## config.mk

```make
export PLATFORM = sky130hd
export DESIGN_NAME = dacr_readback
export DESIGN_NICKNAME = d
export VERILOG_FILES = /design/src/dacr_pkg.sv /design/src/dacr_sync3.sv /design/src/dacr_readback.sv
export SDC_FILE = /design/constraint.sdc
export NUM_CORES = 1
export LEC_CHECK = 0
export ABC_AREA = 1
export BUFFER_PORTS_ARGS = -buffer_cell sky130_fd_sc_hd__buf_4
export CAP_MARGIN = 10
export CORE_AREA = 3 3 179 181
export DETAILED_ROUTE_END_ITERATION = 16
export DIE_AREA = 0 0 182 184
export GPL_TIMING_DRIVEN = 0
export PLACE_DENSITY = 0.54
export RECOVER_POWER = 25
export REMOVE_ABC_BUFFERS = 1
export SLEW_MARGIN = 30
export SYNTH_ARGS = -nofsm -noshare
export SYNTH_HDL_FRONTEND = slang
export SYNTH_SLANG_ARGS = --single-unit
export TNS_END_PERCENT = 100
```

## constraint.sdc

```tcl
create_clock -name sys_clk -period 4.5 [get_ports sys_clk]
set_input_delay 0.45 -clock sys_clk [delete_from_list [all_inputs] [get_ports sys_clk]]
set_output_delay 0.45 -clock sys_clk [all_outputs]
set_load 0.05 [all_outputs]
```

## src/dacr_pkg.sv

```systemverilog
// Constants shared by the readback and status logic of the quad converter.
// Assumes a 24-bit serial frame, MSB first, framed by an active-low select.
package dacr_pkg;

   ////////////////////////////////////////////////////////////////////////
   // Frame layout
   localparam int unsigned FRAME_BITS  = 24;
   localparam int unsigned DATA_BITS   = 16;
   localparam int unsigned CH_NUM      = 4;
   localparam int unsigned RW_BIT      = 23;
   localparam int unsigned ADDR_HI_BIT = 22;
   localparam int unsigned ADDR_LO_BIT = 21;
   localparam int unsigned SEL_MSB     = 20;
   localparam int unsigned SEL_LSB     = 16;
   localparam logic [4:0]  FRAME_CNT   = 5'h18;
   localparam logic [7:0]  PAD_BITS    = 8'h00;

   ////////////////////////////////////////////////////////////////////////
   // Register selector: group in bits 4..2, channel in bits 1..0
   localparam logic [2:0] SELG_DATA   = 3'h0;
   localparam logic [2:0] SELG_CTRL   = 3'h1;
   localparam logic [2:0] SELG_GAIN   = 3'h2;
   localparam logic [2:0] SELG_OFFSET = 3'h3;
   localparam logic [2:0] SELG_CLEAR  = 3'h4;
   localparam logic [2:0] SELG_SLEW   = 3'h5;
   localparam logic [2:0] SELG_MISC   = 3'h6;
   localparam logic [1:0] MISC_STATUS = 2'h0;
   localparam logic [1:0] MISC_MAIN   = 2'h1;
   localparam logic [1:0] MISC_SUPPLY = 2'h2;
   localparam logic [4:0] SEL_STATUS  = 5'h18;

   ////////////////////////////////////////////////////////////////////////
   // Status word bit positions
   localparam int unsigned ST_SUPPLY_LSB = 12;
   localparam int unsigned ST_TOGGLE     = 11;
   localparam int unsigned ST_PEC        = 10;
   localparam int unsigned ST_RAMP       = 9;
   localparam int unsigned ST_OVERTEMP   = 8;
   localparam int unsigned ST_VOUT_LSB   = 4;
   localparam int unsigned ST_IOUT_LSB   = 0;
   localparam logic [15:0] STATUS_RESET  = 16'h0000;

   ////////////////////////////////////////////////////////////////////////
   // Control fields read from other registers
   localparam int unsigned MAIN_STAT_EVERY_BIT = 11;
   localparam int unsigned SLEW_ENABLE_BIT     = 12;

   typedef enum logic [1:0] {
      DACR_IDLE  = 2'b01,
      DACR_FRAME = 2'b10
   } dacr_state_e;

endpackage

```

## src/dacr_sync3.sv

```systemverilog
// Three-stage synchroniser with an agreement filter, one lane per bit.
// Assumes inputs are asynchronous to sys_clk; output follows once the
// second and third stages agree.
`timescale 1ns/1ns
module dacr_sync3 #(
   parameter int unsigned      WIDTH     = 1,
   parameter logic [WIDTH-1:0] RESET_VAL = '0
) (
   input  wire logic             sys_clk,
   input  wire logic             reset_n,
   input  wire logic [WIDTH-1:0] async_in,
   output      logic [WIDTH-1:0] stable_out
);

   typedef struct packed {
      logic [WIDTH-1:0] s1;
      logic [WIDTH-1:0] s2;
      logic [WIDTH-1:0] s3;
      logic [WIDTH-1:0] q;
   } dacr_sync_s;

   dacr_sync_s sync_ff;
   dacr_sync_s nxt_sync;

   ////////////////////////////////////////////////////////////////////////
   always_comb begin
      nxt_sync    = sync_ff;
      nxt_sync.s1 = async_in;
      nxt_sync.s2 = sync_ff.s1;
      nxt_sync.s3 = sync_ff.s2;
      for (int i = 0; i < WIDTH; i++) begin
         // Stage one feeds stage two only, to keep metastability contained
         if (sync_ff.s2[i] == sync_ff.s3[i]) begin
            nxt_sync.q[i] = sync_ff.s3[i];
         end
      end
   end

   always_ff @(posedge sys_clk or negedge reset_n) begin
      if (!reset_n) begin
         sync_ff <= {RESET_VAL, RESET_VAL, RESET_VAL, RESET_VAL};
      end else begin
         sync_ff <= nxt_sync;
      end
   end

   assign stable_out = sync_ff.q;

endmodule // dacr_sync3

```

## src/dacr_readback.sv

```systemverilog
// Serial readback path and status word of the quad output converter.
// Assumes the register contents, fault sources and slew progress come
// from logic on sys_clk; the serial pins and address straps are async.
//
// How it works
// - Frame with bit 23 set is a read request, not a write.
// - Address straps and selector bits 20..16 choose the register read.
// - Low sixteen bits of a read request are ignored.
// - Selected register shifts out during the next frame the host sends.
// - Selectors 0..3 return channel A..D data registers.
// - Selectors 4..7 return channel A..D control registers.
// - Selectors 8..11 give gain, 12..15 give offset, A..D.
// - Selectors 16..19 return channel A..D clear-code registers.
// - Selectors 20..23 return channel A..D slew control registers.
// - Selector 24 status, 25 main control, 26 supply control.
// - Status word is read-only, built internally, never written.
// - Status-every-write bit set: status shifts out in every frame without a pending read.
// - Bits 15..12 supply D..A, 11 toggle, 10 packet error, 9 ramp, 8 hot.
// - Bits 7..4 voltage faults D..A, bits 3..0 current faults D..A.
// - Current mode: lost compliance sets supply flag and current fault.
// - Voltage mode: supply flag set when regulation to 15 V fails.
// - Supply flags never drive the shared fault output.
// - User toggle bit follows the software register bit.
// - Ramp bit high while any slew-enabled channel is still stepping.
// - Packet error bit set on a failed packet check.
`timescale 1ns/1ns
module dacr_readback
   import dacr_pkg::*;
(
   input  wire logic                 sys_clk,
   input  wire logic                 reset_n,
   input  wire logic                 spi_sclk,
   input  wire logic                 spi_sync_n,
   input  wire logic                 spi_sdin,
   output      logic                 spi_sdo,
   input  wire logic                 device_addr_hi,
   input  wire logic                 device_addr_lo,
   input  wire logic [DATA_BITS-1:0] dac_data    [CH_NUM],
   input  wire logic [DATA_BITS-1:0] dac_ctrl    [CH_NUM],
   input  wire logic [DATA_BITS-1:0] dac_gain    [CH_NUM],
   input  wire logic [DATA_BITS-1:0] dac_offset  [CH_NUM],
   input  wire logic [DATA_BITS-1:0] dac_clear   [CH_NUM],
   input  wire logic [DATA_BITS-1:0] dac_slew    [CH_NUM],
   input  wire logic [DATA_BITS-1:0] main_ctrl,
   input  wire logic [DATA_BITS-1:0] supply_ctrl,
   input  wire logic                 user_toggle_bit,
   input  wire logic [CH_NUM-1:0]    chan_current_mode,
   input  wire logic [CH_NUM-1:0]    compliance_lost,
   input  wire logic [CH_NUM-1:0]    regulation_lost,
   input  wire logic [CH_NUM-1:0]    vout_fault_in,
   input  wire logic [CH_NUM-1:0]    iout_fault_in,
   input  wire logic                 over_temp_in,
   input  wire logic [CH_NUM-1:0]    chan_stepping,
   input  wire logic                 pec_fail_pulse,
   output      logic [DATA_BITS-1:0] status_word,
   output      logic                 fault_out,
   output      logic                 fault_oe
);

   typedef struct packed {
      dacr_state_e          state;
      logic                 sclk_q;
      logic                 sync_q;
      logic [4:0]           bit_cnt;
      logic [FRAME_BITS-1:0] rx_sr;
      logic [FRAME_BITS-1:0] tx_sr;
      logic                 pend_valid;
      logic [4:0]           pend_sel;
      logic [DATA_BITS-1:0] status;
      logic                 pec_err;
      logic                 sdo;
      logic                 fault_out;
      logic                 fault_oe;
   } dacr_state_s;

   localparam dacr_state_s STATE_RESET = '{
      state:      DACR_IDLE,
      sclk_q:     1'b0,
      sync_q:     1'b1,
      bit_cnt:    5'h00,
      rx_sr:      24'h000000,
      tx_sr:      24'h000000,
      pend_valid: 1'b0,
      pend_sel:   5'h00,
      status:     STATUS_RESET,
      pec_err:    1'b0,
      sdo:        1'b0,
      fault_out:  1'b0,
      fault_oe:   1'b0
   };

   dacr_state_s rb_ff;
   dacr_state_s nxt_rb;

   logic [4:0]        pins_s;
   logic              sclk_s;
   logic              sync_s;
   logic              sdin_s;
   logic              addr_hi_s;
   logic              addr_lo_s;
   logic [CH_NUM-1:0] supply_flag;
   logic [CH_NUM-1:0] iout_flag;
   logic [CH_NUM-1:0] ramp_chan;
   logic [DATA_BITS-1:0] status_live;
   logic              fault_src;

   ////////////////////////////////////////////////////////////////////////
   // Pin synchronisers; select idles high so it resets high, else the
   // first cycle after reset would look like a frame start. The serial
   // clock needs no care: a rising edge on it is never acted upon.
   dacr_sync3 #(
      .WIDTH     (5),
      .RESET_VAL (5'h02)
   ) u_pin_sync (
      .sys_clk    (sys_clk),
      .reset_n    (reset_n),
      .async_in   ({device_addr_lo, device_addr_hi, spi_sdin,
                    spi_sync_n, spi_sclk}),
      .stable_out (pins_s)
   );

   assign sclk_s    = pins_s[0];
   assign sync_s    = pins_s[1];
   assign sdin_s    = pins_s[2];
   assign addr_hi_s = pins_s[3];
   assign addr_lo_s = pins_s[4];

   ////////////////////////////////////////////////////////////////////////
   // Per-channel status sources
   // A channel reports supply trouble one way only, picked by its
   // output mode; in current mode, compliance loss also counts as a current fault.
   generate
      for (genvar ch = 0; ch < CH_NUM; ch++) begin : g_chan
         assign supply_flag[ch] = chan_current_mode[ch] ?
                                  compliance_lost[ch] : regulation_lost[ch];
         assign iout_flag[ch]   = iout_fault_in[ch] |
                                  (chan_current_mode[ch] & compliance_lost[ch]);
         // Slewing without slew control enabled is not a ramp
         assign ramp_chan[ch]   = dac_slew[ch][SLEW_ENABLE_BIT] &
                                  chan_stepping[ch];
      end
   endgenerate

   ////////////////////////////////////////////////////////////////////////
   always_comb begin
      logic                  sclk_fall;
      logic                  sync_fall;
      logic                  sync_rise;
      logic                  addr_match;
      logic                  pec_clr;
      logic [DATA_BITS-1:0]  read_word;
      logic [FRAME_BITS-1:0] tx_load;
      sclk_fall  = 1'b0;
      sync_fall  = 1'b0;
      sync_rise  = 1'b0;
      addr_match = 1'b0;
      pec_clr    = 1'b0;
      read_word  = 16'h0000;
      tx_load    = 24'h000000;
      nxt_rb     = rb_ff;

      sclk_fall  = rb_ff.sclk_q & ~sclk_s;
      sync_fall  = rb_ff.sync_q & ~sync_s;
      sync_rise  = ~rb_ff.sync_q & sync_s;
      nxt_rb.sclk_q = sclk_s;
      nxt_rb.sync_q = sync_s;

      // Straps are sampled live; changing them mid-frame only affects
      // the frame whose end sees the new value.
      addr_match = (rb_ff.rx_sr[ADDR_HI_BIT] == addr_hi_s) &&
                   (rb_ff.rx_sr[ADDR_LO_BIT] == addr_lo_s);

      // Register selection for a pending read
      case (rb_ff.pend_sel[4:2])
         SELG_DATA:   read_word = dac_data[rb_ff.pend_sel[1:0]];
         SELG_CTRL:   read_word = dac_ctrl[rb_ff.pend_sel[1:0]];
         SELG_GAIN:   read_word = dac_gain[rb_ff.pend_sel[1:0]];
         SELG_OFFSET: read_word = dac_offset[rb_ff.pend_sel[1:0]];
         SELG_CLEAR:  read_word = dac_clear[rb_ff.pend_sel[1:0]];
         SELG_SLEW:   read_word = dac_slew[rb_ff.pend_sel[1:0]];
         SELG_MISC: begin
            case (rb_ff.pend_sel[1:0])
               MISC_STATUS: read_word = rb_ff.status;
               MISC_MAIN:   read_word = main_ctrl;
               MISC_SUPPLY: read_word = supply_ctrl;
               default:     read_word = 16'h0000;
            endcase
         end
         default: read_word = 16'h0000;
      endcase

      case (rb_ff.state)
         DACR_IDLE: begin
            if (sync_fall) begin
               nxt_rb.state   = DACR_FRAME;
               nxt_rb.bit_cnt = 5'h00;
               // A pending readback outranks the every-write status so
               // the host never loses the answer it asked for.
               if (rb_ff.pend_valid) begin
                  tx_load = {PAD_BITS, read_word};
                  pec_clr = (rb_ff.pend_sel == SEL_STATUS);
               end else if (main_ctrl[MAIN_STAT_EVERY_BIT]) begin
                  tx_load = {PAD_BITS, rb_ff.status};
                  pec_clr = 1'b1;
               end
               // The answer is consumed by this frame whatever kind it is
               nxt_rb.pend_valid = 1'b0;
               nxt_rb.tx_sr      = tx_load;
               nxt_rb.sdo        = tx_load[FRAME_BITS-1];
            end
         end
         DACR_FRAME: begin
            if (sync_rise) begin
               nxt_rb.state = DACR_IDLE;
               nxt_rb.sdo   = 1'b0;
               // Short or long frames are dropped whole
               // Requests for another device on the shared select too
               if ((rb_ff.bit_cnt == FRAME_CNT) &&
                   rb_ff.rx_sr[RW_BIT] && addr_match) begin
                  nxt_rb.pend_valid = 1'b1;
                  // Only the selector is kept; bits 15..0 go nowhere
                  nxt_rb.pend_sel = rb_ff.rx_sr[SEL_MSB:SEL_LSB];
               end
            end else if (sclk_fall) begin
               if (rb_ff.bit_cnt < FRAME_CNT) begin
                  nxt_rb.rx_sr = {rb_ff.rx_sr[FRAME_BITS-2:0], sdin_s};
                  nxt_rb.tx_sr = {rb_ff.tx_sr[FRAME_BITS-2:0], 1'b0};
                  nxt_rb.sdo   = rb_ff.tx_sr[FRAME_BITS-2];
                  nxt_rb.bit_cnt = rb_ff.bit_cnt + 5'h01;
               end else begin
                  // Overlong frame: mark it so the end check fails
                  // and park the count so more edges cannot wrap it
                  nxt_rb.bit_cnt = 5'h1F;
               end
            end
         end
         default: begin
            nxt_rb = STATE_RESET;
         end
      endcase

      // A failure arriving as the flag is shifted out wins over the clear
      // The flag is sticky, yet a failure in the cycle before a status load is cleared unreported
      if (pec_fail_pulse) begin
         nxt_rb.pec_err = 1'b1;
      end else if (pec_clr) begin
         nxt_rb.pec_err = 1'b0;
      end

      // Status is rebuilt from live sources every cycle; no write path
      nxt_rb.status = status_live;

      // Supply-derived flags are left out of the shared fault line
      nxt_rb.fault_out = 1'b0;
      nxt_rb.fault_oe  = fault_src;
   end

   ////////////////////////////////////////////////////////////////////////
   // Live status word, one cycle ahead of the register that holds it.
   // The packet error bit comes from the sticky flag, so it lags its
   // failure pulse by two cycles in total.
   always_comb begin
      status_live = STATUS_RESET;
      status_live[ST_SUPPLY_LSB +: CH_NUM] = supply_flag;
      status_live[ST_TOGGLE]   = user_toggle_bit;
      status_live[ST_PEC]      = rb_ff.pec_err;
      status_live[ST_RAMP]     = |ramp_chan;
      status_live[ST_OVERTEMP] = over_temp_in;
      status_live[ST_VOUT_LSB +: CH_NUM] = vout_fault_in;
      status_live[ST_IOUT_LSB +: CH_NUM] = iout_flag;
   end

   // Only pin-level faults pull the shared line; a user who wants the
   // supply flags must poll the status word for them.
   assign fault_src = over_temp_in | (|vout_fault_in) | (|iout_fault_in);

   always_ff @(posedge sys_clk or negedge reset_n) begin
      if (!reset_n) begin
         rb_ff <= STATE_RESET;
      end else begin
         rb_ff <= nxt_rb;
      end
   end

   ////////////////////////////////////////////////////////////////////////
   // Every output is a flip-flop of the state struct
   assign spi_sdo     = rb_ff.sdo;
   assign status_word = rb_ff.status;
   assign fault_out   = rb_ff.fault_out;
   assign fault_oe    = rb_ff.fault_oe;

endmodule // dacr_readback

```

==> flow_results.org <==
** Outcome
- Status :: finished, violations left
- Violations in the final reports :: max-capacitance violations, max-slew violations

** Critical path
- Of all nets on the critical path, the largest fanout is 103.
- Worst EP required :: 4.78 ns
- Highest cell delay on the worst timing path :: 0.72 ns
- CP top delay family :: simple AND/OR/NAND/NOR gates
- Data on the critical path arrives at its endpoint at approximately 3.5 ns.
- Buffering stage count on the worst path with inverters included :: 3
- Cell depth of the worst flop-to-flop path :: 12
- Worst Path Class, Setup :: reg2reg
- The slowest stage of the critical path belongs to the cell nor2_2.
- The worst setup path is captured at a flop.
- In this run the critical register-to-register path is launched from rb_ff[20].
- The worst register-to-register path has a setup slack of 1.32 ns.
- The worst setup path is launched from a flop.
- Traced cell by cell, the critical path runs through buf_16, inv_8, buf_16, nor2_2, nand2_1, nand2_1, nor2_1, nor2_1, nor2_1, nand3_1, nand3_1, nand2_1.
- End of the worst register-to-register path :: rb_ff[27]

** Detailed routing
- In this run the remaining antenna-violating nets after routing total 0.
- The routed layout has 11.3k vias.
- After the first detailed-routing iteration, the DRC count stood at 671.
- Number of iterations in the first detailed-routing pass :: 5
- Number of vias per cell :: around 4.6
- In the final routed layout, each cell accounts on average for 17.0 um.
- The routed design has 41400 um of wire.
- In the routed design, unresolved DRC markers number 0.

** STA
- Between clock sinks in the finished design, the worst skew comes to between 0.007 and 0.008 ns.
- Setup repair after global routing left no endpoint under its margin.
- The number of pins exceeding their max-slew limit in the final report is 102.
- Setup-failing EPs final :: 0
- Clock period minus final worst setup slack :: 3.18 ns
- Final hold violation count :: 0
- Ratio of final minimum period to clock period :: 0.707
- The worst pin sits at a relative slew slack of -0.650.
- At the pin with the least slew margin, the transition time is 2.48 ns.
- Setup slack closes at 1.32 ns.
- Adding up every negative setup slack in the final design gives 0 ns.
- Based on the critical path, the design can be clocked at up to approximately 310 MHz.

** Logic synthesis
- Combined area of all synthesized cells :: 0.00911 mm2
- Counting distinct cell types in the post-synthesis netlist gives 39.
- Cell type with the highest aggregate area in the netlist :: nand2_1
- Adder-cell share of the synthesized area :: 0.0110
- Xor and xnor area share after synthesis :: 0.000962
- By area, the combinational part of the netlist is dominated by simple AND/OR/NAND/NOR gates.
- For this run, the register share of the synthesized area comes to 0.278.
- Yosys printed 0 warnings.
- Cell types occupying the most area after synthesis :: nand2_1 (45%), dfrtp_1 (26%), nand3_1 (5.9%)
- Post-synth top area share :: 0.450
- Register bit total from synthesis :: 101
- Synthesized area per cell :: 5.49 um2
- The fraction of the mapped netlist area in compound gates is 0.0485.
- The portion of synthesized area spent on multiplexers is 0.
- Synthesis handed over a netlist of 1660 instances.
- Share of synthesized cell area in and, or, nand and nor gates :: 0.563

** Power
- IR analysis of the VDD net gives a maximum drop of 198 uV.
- Lkg Pwr :: roughly 7.4 nW
- Power density relative to cell area :: 236 mW/mm2

** Min path
- Worst hold start :: spi_sync_n
- The worst hold path terminates at u_pin_sync.nxt_sync[11].
- Counting instances, the worst hold path has a depth of 1.
- Worst Hold Class :: in2reg

** Placement
- Post-detailed-placement half-perimeter wirelength :: 32100 um
- Placement Setup Slack :: 1.35 ns
- Port Buffer Count :: 467
- Routability-driven placement finished with a final weighted congestion of 0.873.

** Clock tree
- Post-CTS Setup Inserts :: 0
- TritonCTS buffer count :: 9
- Clk root buf :: clkbuf_16
- Clock Tree Buf Depth :: 2
- Counting every sink on the clock net gives 101.
- Worst-Skew Late Latency :: around 0.35 ns
- Post-CTS resize count :: 0
- Clock transition at the registers of the reported paths :: 0.07 ns
- The number of hold buffers added after CTS was 0.
- The H-tree generated during clock tree synthesis spans 3 levels.
- TritonCTS clock tree :: yes

** Finish
- Footprint of the multi-input gates :: about 0.0057 mm2
- The layout has ~3.4k filler cells.
- At the end of the flow the core is filled with cells to 0.426.
- Fin nets :: between 2k and 2.5k
- In the final layout, flip-flops and latches occupy 0.00254 mm2.
- Syn-to-layout area delta :: 43.0%
- Share of final-layout standard cells stronger than drive strength 1 :: 0.254

** Global route
- Entering global routing, the biggest net connects 104 pins.
- Total congestion overflow after global routing :: 0
- The first global-routing pass estimated 62000 um of wire.
- The number of global-route vias before repair was 10.9k.
- Initial antenna violation count :: 4
- Total global-route track usage :: 0.236

** Die
- The die covers 0.0335 mm2.
- Effective utilization at floorplan :: 0.298
- The die is around 180 um tall.
- I/O pin cnt :: 469
- The total area inside the core boundary comes to around 0.031 mm2.
- After floorplanning, the core was divided into 64 placement rows.
- The die is 182 um wide.

** Flow run
- # Max-Cap Violations :: 1
[worst max-delay path by stage]
stage / start / slack (ns) / cells past startpoint / end
2_1_floorplan: rb_ff[20] / -2.10 / 10 / rb_ff[41]
3_3_place_gp: rb_ff[20] / -7.60 / 10 / rb_ff[27]
3_5_place_dp: rb_ff[20] / 1.35 / 12 / rb_ff[27]
4_1_cts: rb_ff[20] / 1.32 / 12 / rb_ff[27]
5_1_grt: rb_ff[20] / 1.01 / 12 / rb_ff[41]
6_report: rb_ff[20] / 1.32 / 12 / rb_ff[27]
[through the flow]
| step | total power [mW] | cells | hold slack, ns | cell area (um2) |
|---|---|---|---|---|
| after floorplan | 1.71 | 1550 | 0.154 | 8480 |
| after global placement | 2.26 | 2413 | 0.332 | 12500 |
| after detailed placement | 2.28 | 2421 | 0.336 | 12700 |
| after CTS | 3.12 | 2437 | 0.196 | 13000 |
| after global routing | 3.28 | 2440 | 0.200 | 13000 |
| final | 3.08 | 2440 | 0.214 | 13000 |
[routing by layer]
metal / GRT usage / routed length [um] / vias to the layer above
li1: - / - / 5821
met1: 0.295 / 17600 / 5071
met2: 0.428 / 20800 / 329
met3: 0.0384 / 2300 / 34
met4: 0.0491 / 709 / 2
met5: 0 / 13 / -
[cell usage after synthesis (all sizes together)]
cell and count:
a31oi 1, xor2 1, ha 4, conb 1
nand2 1093, maj3 5, dfrtp 95, o22ai 4
a31o 1, o32ai 6, nor2 79, nor3 9
nand3 109, inv 68, a21oi 5, o21bai 2
o21ai 45, buf 88, dfstp 6, nand4 3
o31ai 10, a41oi 1, clkinv 1, clkbuf 22
nor4 1
[state kept, by name, indices dropped and copies added (netlist names)]
signal                 count
nxt_rb                     1
status_word               16
spi_sdo                    1
u_pin_sync.stable_out      5
u_pin_sync.nxt_sync       10
rb_ff                     62
fault_oe                   1
u_pin_sync.sync_ff         5
[cell families after synthesis]
group                    after synthesis
flip-flops                           101
AO/OA/AOI/OAI                         75
buffers and inverters                179
AND/OR/NAND/NOR                     1294
other                                  1
XOR/XNOR                               1
adder cells (fa/ha/maj)                9
[area by class of cell]
class,instances,area share
antenna,3,0.000577
sequential,101,0.195
multi-input combinational,1380,0.438
clock buffer,10,0.0176
timing repair buffer,475,0.282
inverter,69,0.0210
clock inverter,6,0.00673
tap,396,0.0381
[power by group]
group / leakage (nW) / switching (mW) / internal, mW
Sequential: 1.29 / 0.0659 / 1.02
Clock: 0.157 / 0.336 / 0.488
Combinational: 5.97 / 0.707 / 0.458
[layout by cell type, fill, tap and decap left out, types with 10 or more instances in the layout]
master	instances
nor2_1	73
o31ai_1	10
dfrtp_1	93
nand2_1	1092
o21ai_1	15
clkbuf_4	13
buf_4	448
nand3_1	107
o21ai_0	30
inv_1	57
(Power assumes the default switching activity.)
